[src/rtl/gps_pkg.sv]
// Constants, code points and carrier types for the gigabit PCS block
package gps_pkg;
	// ==========================================================
	// Symbol carrier: control flag plus eight data bits
	typedef struct packed {
		logic k;
		logic [7:0] d;
	} gps_sym_s;

	// ==========================================================
	// Code points in the eight-bit domain (y in bits 7:5, x in bits 4:0)
	localparam logic [7:0] GPS_K28_5 = 8'hBC;
	localparam logic [7:0] GPS_D5_6 = 8'hC5;
	localparam logic [7:0] GPS_D16_2 = 8'h50;
	localparam logic [7:0] GPS_D21_5 = 8'hB5;
	localparam logic [7:0] GPS_D2_2 = 8'h42;
	localparam logic [7:0] GPS_K23_7 = 8'hF7;
	localparam logic [7:0] GPS_K27_7 = 8'hFB;
	localparam logic [7:0] GPS_K29_7 = 8'hFD;
	localparam logic [7:0] GPS_K30_7 = 8'hFE;

	// ==========================================================
	// Six-bit and four-bit sub-blocks, negative running disparity form
	localparam logic [5:0] GPS_ENC6 [0:31] = '{
		6'h27, 6'h1D, 6'h2D, 6'h31, 6'h35, 6'h29, 6'h19, 6'h38,
		6'h39, 6'h25, 6'h15, 6'h34, 6'h0D, 6'h2C, 6'h1C, 6'h17,
		6'h1B, 6'h23, 6'h13, 6'h32, 6'h0B, 6'h2A, 6'h1A, 6'h3A,
		6'h33, 6'h26, 6'h16, 6'h36, 6'h0E, 6'h2E, 6'h1E, 6'h2B};
	localparam logic [3:0] GPS_ENC4 [0:7] = '{
		4'hB, 4'h9, 4'h5, 4'hC, 4'hD, 4'hA, 4'h6, 4'hE};
	localparam logic [3:0] GPS_ENC4_ALT7 = 4'h7;
	localparam logic [5:0] GPS_K28_6B = 6'h0F;
	localparam logic [4:0] GPS_X28 = 5'h1C;
	localparam logic [4:0] GPS_X7 = 5'h07;
	localparam logic [2:0] GPS_Y3 = 3'h3;
	localparam logic [2:0] GPS_Y7 = 3'h7;
	localparam logic GPS_RD_RESET = 1'h0;

	// ==========================================================
	// Synchronisation figures
	localparam logic [1:0] GPS_SYNC_SETS = 2'h3;
	localparam logic [2:0] GPS_LOSS_ERRS = 3'h4;
	localparam logic [1:0] GPS_GOOD_RUN = 2'h3;

	// ==========================================================
	// Rate matcher: fill marks for a 32-word FIFO, +/-100 ppm budget
	localparam int GPS_FIFO_DEPTH = 32;
	localparam logic [5:0] GPS_RM_HI_LVL = 6'h1C;
	localparam logic [5:0] GPS_RM_LO_LVL = 6'h04;
	localparam logic [1:0] GPS_FLAG_CYCLES = 2'h2;

	typedef enum logic {GPS_LOSS, GPS_SYNCED} gps_sync_e;
endpackage

[src/rtl/gps_top.sv]
// Gigabit PCS: 8b/10b encoder, code-group sync and rate-match FIFO
// What this block does
// - Encode each eight-bit value with control flag into one ten-bit group.
// - Rate-match FIFO absorbs up to 100 ppm each way, 200 ppm total.
// - No insertion or deletion until code-group sync is reported.
// - Always insert or delete both symbols of an IDLE2 set.
// - Insert or delete as many IDLE2 sets as needed, no gap limit.
// - Deletion flag high two cycles per removed IDLE2 set.
// - Insertion flag high two cycles per added IDLE2 set.
// - IDLE1 is comma plus D5.6, IDLE2 is comma plus D16.2.
// - Carrier extend, start, end, error use K23.7, K27.7, K29.7, K30.7.
// - Sync is declared after three comma-plus-data ordered sets.
// - Sync is dropped when the error count reaches four.
// - Four good groups in a row while synced decrement error count.
// - Fabric clock is 125 MHz or 156.25 MHz depending on line rate.
`timescale 1ns/1ps

// ==========================================================
// Parameterised FIFO with valid/ready on both sides
module gps_fifo #(
	parameter int WIDTH = 9,
	parameter int DEPTH = 32
) (
	// Clock and reset
	input wire logic clk,
	input wire logic reset,
	// Fill side
	input wire logic [WIDTH-1:0] in_data,
	input wire logic in_valid,
	output logic in_ready,
	// Drain side
	output logic [WIDTH-1:0] out_data,
	output logic out_valid,
	input wire logic out_ready,
	// Fill level
	output logic [$clog2(DEPTH):0] level
);
	localparam int AW = $clog2(DEPTH);
	logic [WIDTH-1:0] mem [0:DEPTH-1];
	logic [AW:0] wr_ptr_ff, rd_ptr_ff;
	wire push = in_valid && in_ready;
	wire pop = out_valid && out_ready;

	assign level = wr_ptr_ff - rd_ptr_ff;
	assign in_ready = (level != (AW+1)'(DEPTH));
	assign out_valid = (level != '0);
	assign out_data = mem[rd_ptr_ff[AW-1:0]];

	always_ff @(posedge clk) begin
		if (push) begin
			mem[wr_ptr_ff[AW-1:0]] <= in_data;
		end
	end

	always_ff @(posedge clk) begin
		if (reset) begin
			wr_ptr_ff <= '0;
			rd_ptr_ff <= '0;
		end else begin
			wr_ptr_ff <= wr_ptr_ff + (AW+1)'(push);
			rd_ptr_ff <= rd_ptr_ff + (AW+1)'(pop);
		end
	end
endmodule

// ==========================================================
// Top level
module gps_top #(
	parameter int FIFO_DEPTH = gps_pkg::GPS_FIFO_DEPTH
) (
	// Clock and reset: one fabric clock, 125 or 156.25 MHz by line rate
	input wire logic CLK,
	input wire logic RESET,
	// Transmit: symbol in, code group out
	input wire gps_pkg::gps_sym_s TX_SYM,
	output logic [9:0] TX_CODE,
	// Receive: decoded symbols from the deserialiser side
	input wire gps_pkg::gps_sym_s RX_SYM,
	input wire logic RX_ERR,
	input wire logic RX_VALID,
	output logic RX_READY,
	// Receive: rate-matched symbols toward the fabric
	output gps_pkg::gps_sym_s OUT_SYM,
	output logic OUT_VALID,
	input wire logic OUT_READY,
	// Status
	output logic RX_SYNC,
	output logic RM_DELETED,
	output logic RM_INSERTED
);
	// ==========================================================
	// Encoder: returns {new running disparity, abcdei, fghj}
	function automatic logic [10:0] enc_8b10b(input logic k, input logic [7:0] d,
			input logic rd);
		logic [5:0] c6;
		logic [3:0] c4;
		logic rd6, bal6, bal4, alt;
		logic [4:0] x;
		logic [2:0] y;
		x = d[4:0];
		y = d[7:5];
		c6 = (k && x == gps_pkg::GPS_X28) ? gps_pkg::GPS_K28_6B : gps_pkg::GPS_ENC6[x];
		bal6 = ($countones(c6) == 3);
		if (rd && (!bal6 || (!k && x == gps_pkg::GPS_X7))) begin
			c6 = ~c6;
		end
		rd6 = bal6 ? rd : !rd;
		alt = (y == gps_pkg::GPS_Y7) && (k
			|| (!rd6 && (x == 5'h11 || x == 5'h12 || x == 5'h14))
			|| (rd6 && (x == 5'h0B || x == 5'h0D || x == 5'h0E)));
		c4 = alt ? gps_pkg::GPS_ENC4_ALT7 : gps_pkg::GPS_ENC4[y];
		bal4 = ($countones(c4) == 2);
		if (rd6 && (!bal4 || y == gps_pkg::GPS_Y3)) begin
			c4 = ~c4;
		end
		// Comma-bearing K28 flips its balanced trailer too
		if (k && x == gps_pkg::GPS_X28 && bal4 && y != gps_pkg::GPS_Y3 && !rd6) begin
			c4 = ~c4;
		end
		return {bal4 ? rd6 : !rd6, c6, c4};
	endfunction

	function automatic logic is_sym(input gps_pkg::gps_sym_s s, input logic k,
			input logic [7:0] d);
		return (s.k == k) && (s.d == d);
	endfunction

	logic rd_ff;
	logic [9:0] tx_code_ff;
	wire [10:0] enc_res = enc_8b10b(TX_SYM.k, TX_SYM.d, rd_ff);

	always_ff @(posedge CLK) begin
		if (RESET) begin
			rd_ff <= gps_pkg::GPS_RD_RESET;
			tx_code_ff <= '0;
		end else begin
			rd_ff <= enc_res[10];
			tx_code_ff <= enc_res[9:0];
		end
	end
	assign TX_CODE = tx_code_ff;

	// ==========================================================
	// Code-group synchronisation
	gps_pkg::gps_sync_e sync_ff;
	logic prev_comma_ff;
	logic [1:0] set_cnt_ff, good_run_ff;
	logic [2:0] err_cnt_ff;
	wire rx_take = RX_VALID && RX_READY;
	wire rx_comma = is_sym(RX_SYM, 1'b1, gps_pkg::GPS_K28_5);
	wire set_done = prev_comma_ff && !RX_SYM.k && !RX_ERR;
	wire [2:0] err_inc = err_cnt_ff + 3'h1;

	always_ff @(posedge CLK) begin
		if (RESET) begin
			sync_ff <= gps_pkg::GPS_LOSS;
			prev_comma_ff <= 1'b0;
			set_cnt_ff <= '0;
			err_cnt_ff <= '0;
			good_run_ff <= '0;
		end else if (rx_take) begin
			prev_comma_ff <= rx_comma && !RX_ERR;
			case (sync_ff)
				gps_pkg::GPS_LOSS: begin
					err_cnt_ff <= '0;
					good_run_ff <= '0;
					if (RX_ERR) begin
						set_cnt_ff <= '0;
					end else if (set_done) begin
						if (set_cnt_ff == gps_pkg::GPS_SYNC_SETS - 2'h1) begin
							sync_ff <= gps_pkg::GPS_SYNCED;
							set_cnt_ff <= '0;
						end else begin
							set_cnt_ff <= set_cnt_ff + 2'h1;
						end
					end
				end
				gps_pkg::GPS_SYNCED: begin
					if (RX_ERR) begin
						good_run_ff <= '0;
						err_cnt_ff <= err_inc;
						if (err_inc == gps_pkg::GPS_LOSS_ERRS) begin
							sync_ff <= gps_pkg::GPS_LOSS;
						end
					end else if (good_run_ff == gps_pkg::GPS_GOOD_RUN) begin
						good_run_ff <= '0;
						if (err_cnt_ff != '0) begin
							err_cnt_ff <= err_cnt_ff - 3'h1;
						end
					end else begin
						good_run_ff <= good_run_ff + 2'h1;
					end
				end
				default: begin
					sync_ff <= gps_pkg::GPS_LOSS;
				end
			endcase
		end
	end
	assign RX_SYNC = (sync_ff == gps_pkg::GPS_SYNCED);

	// ==========================================================
	// Rate matcher, fill side: one symbol held back to see whole IDLE2 sets
	gps_pkg::gps_sym_s hold_ff, f_out;
	logic hold_vld_ff, f_in_ready, f_out_valid, f_pop;
	logic [$clog2(FIFO_DEPTH):0] f_level;
	wire hold_comma = is_sym(hold_ff, 1'b1, gps_pkg::GPS_K28_5);
	wire rx_d16 = is_sym(RX_SYM, 1'b0, gps_pkg::GPS_D16_2) && !RX_ERR;
	// Delete both symbols together so an orphan comma never reaches the fabric
	wire del_evt = rx_take && RX_SYNC && hold_vld_ff && hold_comma && rx_d16
		&& (f_level >= 6'(gps_pkg::GPS_RM_HI_LVL));

	assign RX_READY = f_in_ready || !hold_vld_ff;

	always_ff @(posedge CLK) begin
		if (RESET) begin
			hold_ff <= '0;
			hold_vld_ff <= 1'b0;
		end else if (rx_take) begin
			hold_ff <= RX_SYM;
			hold_vld_ff <= !del_evt;
		end
	end

	gps_fifo #(.WIDTH(9), .DEPTH(FIFO_DEPTH)) u_fifo (
		.clk(CLK),
		.reset(RESET),
		.in_data(hold_ff),
		.in_valid(rx_take && hold_vld_ff && !del_evt),
		.in_ready(f_in_ready),
		.out_data(f_out),
		.out_valid(f_out_valid),
		.out_ready(f_pop),
		.level(f_level)
	);

	// ==========================================================
	// Rate matcher, drain side: insert after the end of an IDLE2 set
	gps_pkg::gps_sym_s out_ff;
	logic out_vld_ff, ins_half_ff, gap_ff, last_comma_ff;
	wire adv = !out_vld_ff || OUT_READY;
	wire ins_evt = adv && !ins_half_ff && RX_SYNC && gap_ff
		&& (f_level <= 6'(gps_pkg::GPS_RM_LO_LVL));
	assign f_pop = adv && !ins_half_ff && !ins_evt;
	wire emit = ins_half_ff || ins_evt || f_out_valid;
	wire gps_pkg::gps_sym_s nxt_out = ins_half_ff ? {1'b0, gps_pkg::GPS_D16_2}
		: ins_evt ? {1'b1, gps_pkg::GPS_K28_5} : f_out;

	always_ff @(posedge CLK) begin
		if (RESET) begin
			out_ff <= '0;
			out_vld_ff <= 1'b0;
			ins_half_ff <= 1'b0;
			gap_ff <= 1'b0;
			last_comma_ff <= 1'b0;
		end else if (adv) begin
			out_vld_ff <= emit;
			ins_half_ff <= ins_evt;
			if (emit) begin
				out_ff <= nxt_out;
				last_comma_ff <= is_sym(nxt_out, 1'b1, gps_pkg::GPS_K28_5);
				gap_ff <= last_comma_ff && is_sym(nxt_out, 1'b0, gps_pkg::GPS_D16_2);
			end
		end
	end
	assign OUT_SYM = out_ff;
	assign OUT_VALID = out_vld_ff;

	// ==========================================================
	// Event flags, reloaded per set so back-to-back sets stay covered
	logic [1:0] del_cnt_ff, ins_cnt_ff;
	always_ff @(posedge CLK) begin
		if (RESET) begin
			del_cnt_ff <= '0;
			ins_cnt_ff <= '0;
		end else begin
			del_cnt_ff <= del_evt ? gps_pkg::GPS_FLAG_CYCLES
				: del_cnt_ff - 2'(del_cnt_ff != '0);
			ins_cnt_ff <= ins_evt ? gps_pkg::GPS_FLAG_CYCLES
				: ins_cnt_ff - 2'(ins_cnt_ff != '0);
		end
	end
	assign RM_DELETED = (del_cnt_ff != '0);
	assign RM_INSERTED = (ins_cnt_ff != '0);
endmodule

[config.mk]
export PLATFORM = sky130hd
export DESIGN_NAME = gps_top
export DESIGN_NICKNAME = d
export VERILOG_FILES = /design/src/rtl/gps_pkg.sv /design/src/rtl/gps_top.sv
export SDC_FILE = /design/constraint.sdc
export NUM_CORES = 1
export LEC_CHECK = 0
export ABC_AREA = 0
export BUFFER_PORTS_ARGS = -buffer_cell sky130_fd_sc_hd__buf_2
export CAP_MARGIN = 20
export CORE_MARGIN = 2
export CORE_UTILIZATION = 31
export DETAILED_ROUTE_END_ITERATION = 7
export PLACE_DENSITY = 0.53
export SYNTH_ARGS = -nofsm -noshare
export SYNTH_HDL_FRONTEND = slang
export SYNTH_SLANG_ARGS = --single-unit
[constraint.sdc]
create_clock -name CLK -period 6.8 [get_ports CLK]
set_clock_uncertainty 0.15 [all_clocks]
set_input_delay 0.68 -clock CLK [delete_from_list [all_inputs] [get_ports CLK]]
set_output_delay 0.68 -clock CLK [all_outputs]
set_load 0.02 [all_outputs]
# Yosys cells after proc, flatten, opt, wreduce, memory -nomap -nowiden
# Memories as Yosys holds them, arrays and structs flattened. A register that Yosys moved wholly into a read port is not among the register bits.
# Cells that the tools add are included.
# classes
add_sub_neg	17
magnitude_cmp	4
eq_ne	24
muxes	34
bitwise_logic	8
reduce_logical	69
# op_table
op	count
1-bit logical AND	35
8-bit == test (second input constant)	3
6-bit 2-to-1 mux	4
5-bit == test (second input constant)	4
4-bit 2-to-1 mux	5
9-bit 2-to-1 mux	2
8-bit by 7-bit == test with 1-bit output (second input constant)	2
5-bit by 4-bit == test with 1-bit output (second input constant)	3
2-bit 2-to-1 mux	7
6-bit by 1-bit adder with 6-bit output	2
1-bit logical NOT	12
1-bit logical OR	12
1-bit by 1-bit adder with 2-bit output	5
1-bit 2-to-1 mux	9
3-bit 2-to-1 mux	3
3-bit by 2-bit != test with 1-bit output (second input constant)	3
4-bit inverter	2
2-bit by 2-bit adder with 3-bit output	2
3-bit by 2-bit == test with 1-bit output (second input constant)	2
3-bit == test (second input constant)	2
6-bit by 5-bit greater-or-equal comparator with 1-bit output (second input constant)	1
6-bit greater-or-equal comparator (second input constant)	1
6-bit by 3-bit less-or-equal comparator with 1-bit output (second input constant)	1
6-bit != test (second input constant)	1
other kinds (24)	33
# word_totals
regBits	59
mem_bits_rw	288
rom_bits	224
wordCells	181
n_memories	3
# memory_table
memory	words	word_bits	read_ports	rd_clocked_by_memory_dff	wr	line_no	source
u_fifo.mem	32	9	1	1	1	gps_top.sv:39	logic [WIDTH-1:0] mem [0:DEPTH-1];
(name not given)	32	6	1	0	0	gps_top.sv:102	c6 = (k && x == gps_pkg::GPS_X28) ? gps_pkg::GPS_K28_6B : gps_pkg::GPS_ENC6[x];
(name not given)	8	4	1	0	0	gps_top.sv:111	c4 = alt ? gps_pkg::GPS_ENC4_ALT7 : gps_pkg::GPS_ENC4[y];

# Logic depth before layout (Yosys ltp)
# Gate-level depths: netlist of the first run.
# depth
depth_word	25
ltp_mapped	27
depth_no_buf	27

# By module
# Synthesis of the first run repeated with hierarchy kept, for this count alone.
# unflattened
hier_cells	976
hier_area_um2	14769.2
# by_module_without_submodules
mod	n_inst	cells_each	area_each_um2	seq_area_each_um2
gps_fifo	1	641	11986.5	8888.5
gps_top	1	335	2782.7	940.9

# Least setup slack after synthesis of the first run
# OpenSTA, ideal clock, no wires.
# synth_timing
kind	input port to flip-flop
from	in TX_SYM[2] (netlist name)
to	reg tx_code_ff[2], in the netlist TX_CODE[2]
arrival_ns	6.436
t_required_ns	6.522
slack_ns	0.086
stages	25
path_cell_list	clkbuf_1 clkbuf_1 and2_1 a221oi_1 fa_1 fa_1 inv_1 ha_1 inv_1 fa_1 nand3b_1 xor2_1 mux2_2 o21ai_0 nor2b_1 a21oi_1 fa_1 ha_1 ha_1 nor3b_1 o21ai_0 nor3_1 a21o_1 xnor2_1 nor2_1
# synth_between
elab_chain_len	25
word_cells_on_any_way	45
classes_between	8 x add/sub; 9 x eq/ne; 7 x mux; 3 x bitwise; 17 x reduce/logical; 1 x memory
# synth_rtl
item	line_no	source
start, declared	gps_top.sv:75	input wire gps_pkg::gps_sym_s TX_SYM,
5-bit inverter with 6-bit output (implied by the code)	gps_top.sv:102	
memory read 32 x 6 bit	-	
6-bit 2-to-1 mux (implied by the code) (2 in series)	gps_top.sv:102	
6-bit 2-to-1 mux	gps_top.sv:102	
1-bit by 1-bit adder with 2-bit output (implied by the code)	gps_top.sv:103	bal6 = ($countones(c6) == 3);
2-bit by 2-bit adder with 3-bit output (implied by the code)	gps_top.sv:103	
3-bit by 2-bit adder with 4-bit output (implied by the code)	gps_top.sv:103	
4-bit by 2-bit == test with 1-bit output	gps_top.sv:103	
(+8 left out)	-	
2-bit by 2-bit adder with 3-bit output (implied by the code)	gps_top.sv:112	bal4 = ($countones(c4) == 2);
3-bit by 2-bit == test with 1-bit output	gps_top.sv:112	
1-bit logical NOT	gps_top.sv:113	if (rd6 && (!bal4 || y == gps_pkg::GPS_Y3)) begin
1-bit logical OR	gps_top.sv:113	
1-bit logical AND	gps_top.sv:113	
4-bit 2-to-1 mux	gps_top.sv:113	
4-bit inverter	gps_top.sv:118	c4 = ~c4;
4-bit 2-to-1 mux (*)	gps_top.sv:117	if (k && x == gps_pkg::GPS_X28 && bal4 && y != gps_pkg::GPS_Y3 && !rd6) begin
end signal, assigned	gps_top.sv:138	tx_code_ff <= enc_res[9:0];
end, declared	gps_top.sv:129	logic [9:0] tx_code_ff;
# Mark *: on every way between the ends. The rest lies on a longest branch, timed or not. The select of a mux whose other input is x is not followed.
# A chain may end at the register's enable or synchronous reset.

# Final worst setup path of the first run
# layout_timing
from	in TX_SYM[0] (netlist name)
to	reg tx_code_ff[0], in the netlist TX_CODE[0]
# The elaborated chain is that of the path after synthesis.

==> results of run 1 <==
-- layout make-up --
cell class              count  area, µm²
well taps                 607        759
multi-input cells         546       4550
flip-flops and latches    347       9830
clock buffers              54       1080
clock inverters            16       97.6
inverters                  21       78.8
repair buffers             93        583
fillers                  4430      29700
-- layer usage --
metal  part of all wire  wire length [µm]  vias up  global-route usage
met3              0.043              1510       48              0.0215
met5            0.00037                13        -                   0
met2               0.47             16400      179               0.224
met4              0.020               700        2              0.0410
met1               0.47             16400     4329               0.203
li1                   -                 -     3863                   -
-- power breakdown --
group / internal, mW / total (mW) / switching (mW) / leakage, nW
Clock: 1.14 / 1.94 / 0.803 / 0.585
Sequential: 2.38 / 2.46 / 0.0786 / 3.13
Combinational: 0.594 / 1.37 / 0.781 / 2.08
Total: 4.12 / 5.78 / 1.66 / 5.79
-- cells by family after synthesis --
group                    Yosys count
multiplexers                     104
AND/OR/NAND/NOR                  263
adder cells (fa/ha/maj)           30
flip-flops                       347
buffers and inverters             69
XOR/XNOR                          25
AO/OA/AOI/OAI                    124
-- sequential cells by signal (all words and copies together), names as in the netlist, 3 cells and up --
name / cells
err_cnt_ff: 3
TX_CODE: 10
u_fifo.mem: 288
u_fifo.rd_ptr_ff: 6
OUT_SYM: 9
u_fifo.wr_ptr_ff: 6
hold_ff: 9
-- worst max-delay path by stage --
stage                     startpoint         end  depth (start not counted)
after floorplan            TX_SYM[2]  TX_CODE[2]                         25
after global placement     TX_SYM[0]  TX_CODE[0]                         28
after detailed placement   TX_SYM[0]  TX_CODE[0]                         28
after CTS                  TX_SYM[0]  TX_CODE[0]                         28
after global routing       TX_SYM[0]  TX_CODE[1]                         28
final                      TX_SYM[0]  TX_CODE[0]                         28
-- synthesized netlist by cell type (all sizes together) (3+ instances only) --
master,count,share of area
o21ai,18,0.0061
nor2,97,0.025
ha,25,0.021
nor4b,4,0.0024
mux2,10,0.0077
nand4b,3,0.0018
nor3,12,0.0041
clkbuf,26,0.0067
or3,6,0.0026
nand2b,8,0.0034
a21o,5,0.0026
fa,5,0.0068
xnor2,14,0.0084
and3,3,0.0013
o22ai,6,0.0026
a21oi,48,0.016
nand3,19,0.0065
and2,3,0.0013
mux4,63,0.097
xor2,11,0.0066
a2111oi,5,0.0030
or2,4,0.0017
nand2,60,0.015
mux2i,31,0.021
nor2b,19,0.0081
buf,22,0.0089
nor4,9,0.0038
nor3b,3,0.0015
a211oi,11,0.0056
edfxtp,288,0.59
a31oi,6,0.0026
nand3b,3,0.0015
dfxtp,59,0.081
inv,20,0.0051
o211ai,4,0.0020
-- stage by stage --
stage / util / area [µm²] / std cells / hold slack (ps)
finish: 0.364 / 17000 / 1684 / 236
global route: 0.364 / 17000 / 1684 / 220
CTS: 0.363 / 17000 / 1684 / 216
detailed placement: 0.338 / 15800 / 1614 / 284
global placement: 0.338 / 15800 / 1614 / 274
floorplan: - / 14700 / 962 / 265
-- worst reg2reg max path, stage by stage (launching register included) --
cell and delay (ps):
dfxtp_2 310, buf_4 310, clkinv_1 560, ha_1 510, nand2b_1 70, a21oi_1 160, xor2_1 250, a2111oi_0 170
or2_2 340, a21oi_1 340, nand3_1 590, nor2_1 980
-- timing repair --
action	CTS	global route
gates resized for setup	0	3
setup buffers	0	0
hold buffers	0	0
setup endpoints to repair	0	4
==> impl_results.md, run 1 <==
* Maxcap violations at 0
* Post-synthesis sequential area ratio at 0.670
* Crit. End Element: register
* Max incr delay on CP at 550 ps
* CTS tree: done
* Pwr dens at 340 mW/mm²
* Critical path launch point type: input port
* Syn_nets at 1015
* DR pass1 iterations at 7
* Worst reg-to-reg setup slack at 1660 ps
* Mapped Cells at 962
* DP Worst Slack at -239 ps
* Clk buf depth at 3
* Drt wl/cell at 20.8 µm
* Crit Path Category: input port to register
* Vias post-DR at 8421
* Avg Vias per Cell at 5.00
* Placer's final routability congestion estimate at 0.824
* Worst Hold Endpoint: hold_vld_ff
* Fin Setup TNS at 0 ps
* Worst reg-to-reg path cell count at 11
* Synth Area in Compound Gates at 0.0541
* Worst endpoint required time at 7030 ps
* Later-pin clock latency in the skew report at 530 ps
* Num CTS Buffers at 38
* Synth Warn # at 0
* Worst hold path class: input port to register
* Final Critical Period at 6410 ps
* Routed Antenna Nets at 0
* FP Rows at 79
* Post-synth EDFFs at 288
* DP HPWL at 22600 µm
* Yosys cell types at 63
* Crit path DAT at 6640 ps
* Fin. max-slew vios at 0
* DR iter-0 viols at 803
* Post-Synth Adder-Cell Area at 0.0282
* Ant diodes at 0
* CP bufs+invs at 4
* Reg-to-Reg End: u_fifo.mem[16][6]
* Fraction of layout cells with a size suffix above 1 at 0.212
* Largest net degree at the start of global routing at 60
* Antenna violations before repair at 1
* Worst slew pin tran at 992 ps
* Clk slew on worst S/H paths at 50 ps
* Xor-xnor portion of the synthesized cell area at 0.0149
* GRT overflow at 0
* WHS Path Cells at 2
* Most frequent cells in the layout: edfxtp_1, nor2_1, mux4_2, nand2_1, dfxtp_1
* Slowest-stage cell, CP: fa_1
* Top Family by Delay on Critical Path: adder cells
* Peak VDD IR at 169 µV
* Nets at 1100
* Final Hold Viols at 0
* Final setup fails at 0
* Reg2reg start: u_fifo.rd_ptr_ff[1]
* # DRC at 0
* Outcome: completed
* Synthesis-stage register bit count at 347
* Max_slew headroom at 0.336
* Pleak at 5.79 nW
* Die area at 0.0491 mm²
* Slack of the critical path at 389 ps
* Clk root buf: clkbuf_16
* Starting Density at 0.314
* Area Overhead vs Synth at 15.8%
* H-tree lvl count at 2
* Multiplexer area fraction after synthesis at 0.126
* Drt total wl at 35100 µm
* IO Pins at 47
* Largest family of logic cells by synthesized area: multiplexers
* Mapped Area at 0.0147 mm²
* Vias in the first global route at 8459
* Die width at 221 µm
* Predominant post-synthesis flop cell: edfxtp_1
* Crit-path max FO at 4
* Mean Syn Cell Area at 15.2 µm²
* Total power draw at 5.78 mW
* IO buf count at 46
* Period Utilization, post-route at 0.943
* Ys async rst share at 0
* Sink Count at 347
* Synth Area in Simple Gates at 0.0860
* Total Routing Usage GR at 0.142
* First-pass GRT wire length at 52900 µm
* HP Start: RX_VALID
* Commonest non-fill, non-tap cell in the layout: edfxtp_1
* Fmax at 156 MHz
* Die extent in y at 221 µm
* Core area at 0.0467 mm²
Note: power is estimated with default switching activity, not from simulation.
==> run 2: changes to the inputs <==
==> constraint.sdc (replaced) <==
create_clock -name CLK -period 6.8 [get_ports CLK]
set_clock_uncertainty 0.15 [all_clocks]
set_input_delay 0.34 -clock CLK [delete_from_list [all_inputs] [get_ports CLK]]
set_output_delay 0.34 -clock CLK [all_outputs]
set_load 0.02 [all_outputs]
==> impl_results.md, run 2 (synthesized netlist as in run 1, its figures left out) <==
* Fin Setup TNS at 0 ps
* Maxcap violations at 0
* DR iter-0 viols at 792
* Outcome: completed
* Period Utilization, post-route at 0.909
* First-pass GRT wire length at 52700 µm
* Placer's final routability congestion estimate at 0.826
* Drt total wl at 34900 µm
* DP HPWL at 22200 µm
* Total power draw at 5.88 mW
* Antenna violations before repair at 1
* FP Rows at 79
* WHS Path Cells at 3
* Worst reg-to-reg setup slack at 1690 ps
* Crit Path Category: input port to register
* IO Pins at 47
* Clk root buf: clkbuf_16
* Starting Density at 0.314
* Die width at 221 µm
* Sink Count at 347
* Worst hold path class: input port to register
* Clk slew on worst S/H paths at 60 ps
* Cts repair resizes at 0
* Worst endpoint required time at 7040 ps
* Nets at 1101
* Pleak at 5.81 nW
* Pwr dens at 345 mW/mm²
* Largest net degree at the start of global routing at 60
* Later-pin clock latency in the skew report at 530 ps
* Final setup fails at 0
* Avg Vias per Cell at 5.00
* Post-Layout Cell Count at 1685
* Final Critical Period at 6180 ps
* Ant diodes at 0
* Reg2reg start: u_fifo.rd_ptr_ff[1]
* Slowest-stage cell, CP: fa_1
* Vias in the first global route at 8388
* Critical path launch point type: input port
* CTS tree: done
* # DRC at 0
* GRT overflow at 0
* Final Hold Viols at 0
* Die area at 0.0491 mm²
* Max_slew headroom at 0.319
* Max reg flops at 288
* Post-CTS setup buffers at 0
* Crit path DAT at 6430 ps
* Dpl cells at 1604
* Clk buf depth at 3
* Most frequent cells in the layout: edfxtp_1, nor2_1, mux4_2, nand2_1, dfxtp_1
* Core area at 0.0467 mm²
* Fin. max-slew vios at 0
* Crit. End Element: register
* Vias post-DR at 8418
* H-tree lvl count at 2
* Die extent in y at 221 µm
* Fraction of layout cells with a size suffix above 1 at 0.198
* CP bufs+invs at 5
* HP Start: OUT_READY
* Num CTS Buffers at 39
* Max incr delay on CP at 540 ps
* RSZ-0062 raised after global routing: false
* Reg-to-Reg End: u_fifo.mem[30][5]
* Top Family by Delay on Critical Path: adder cells
* Area Overhead vs Synth at 16.3%
* DR pass1 iterations at 6
* Crit-path max FO at 6
* Worst Hold Endpoint: OUT_VALID
* Peak VDD IR at 202 µV
* Worst slew pin tran at 1020 ps
* CTS Hold Bufs at 10
* Commonest non-fill, non-tap cell in the layout: edfxtp_1
* Filler cells at 4473
* Drt wl/cell at 20.7 µm
* Routed Antenna Nets at 0
* Worst reg-to-reg path cell count at 11
* IO buf count at 46
* Fmax at 162 MHz
* Total Routing Usage GR at 0.142
-- run 2: cell types whose count changed in the layout (fill, tap and decap cells not counted), moves of 2 or more --
cell | previous run | this run
clkbuf_1 | 11 | 9
clkinv_1 | 7 | 12
dlygate4sd3_1 | 0 | 10
buf_4 | 47 | 37
clkbuf_2 | 2 | 0
clkinv_2 | 9 | 5
bufinv_16 | 1 | 4
-- run 2: report_power, final --
| part | total, mW | switching, mW | internal, mW |
|---|---|---|---|
| Combinational | 1.38 | 0.796 | 0.589 |
| Sequential | 2.44 | 0.0575 | 2.38 |
| Clock | 2.05 | 0.825 | 1.23 |
| Total | 5.88 | 1.68 | 4.20 |
-- run 2: worst max path at each step --
stage,from,to,slack (ps),depth (start not counted)
floorplan,TX_SYM[2],TX_CODE[2],430,25
global placement,TX_SYM[0],TX_CODE[0],160,28
detailed placement,TX_SYM[0],TX_CODE[3],130,28
CTS,TX_SYM[0],TX_CODE[0],630,28
global route,TX_SYM[0],TX_CODE[1],150,29
finish,TX_SYM[0],TX_CODE[0],620,29
-- run 2: tightest hold or removal path, stage by stage --
cell and delay, ps:
buf_2 70, nand2b_1 150, a31oi_1 100
-- run 2: layout make-up --
cell class / count / area (µm²) / area share
Timing Repair Buffer: 93 / 608 / 0.0357
Multi-Input combinational cell: 546 / 4530 / 0.265
Clock inverter: 22 / 211 / 0.0124
Inverter: 21 / 78.8 / 0.00462
Tap cell: 607 / 759 / 0.0445
Sequential cell: 347 / 9830 / 0.577
Clock buffer: 49 / 1030 / 0.0607
-- run 2: per-stage QoR --
stage / hold slack (ps) / util / setup slack (ps) / instance area, µm²
detailed placement: 285 / 0.337 / 125 / 15700
finish: 35.8 / 0.366 / 618 / 17100
floorplan: 265 / - / 426 / 14700
CTS: 21.9 / 0.366 / 629 / 17100
global placement: 274 / 0.337 / 161 / 15700
global route: 65.7 / 0.366 / 149 / 17100
-- run 2: routing by layer --
layer	up-vias	share of wire	track usage
li1	3881	-	-
met1	4272	0.45	0.195
met2	210	0.47	0.230
met3	55	0.054	0.0260
met4	0	0.025	0.0462
met5	-	0	0
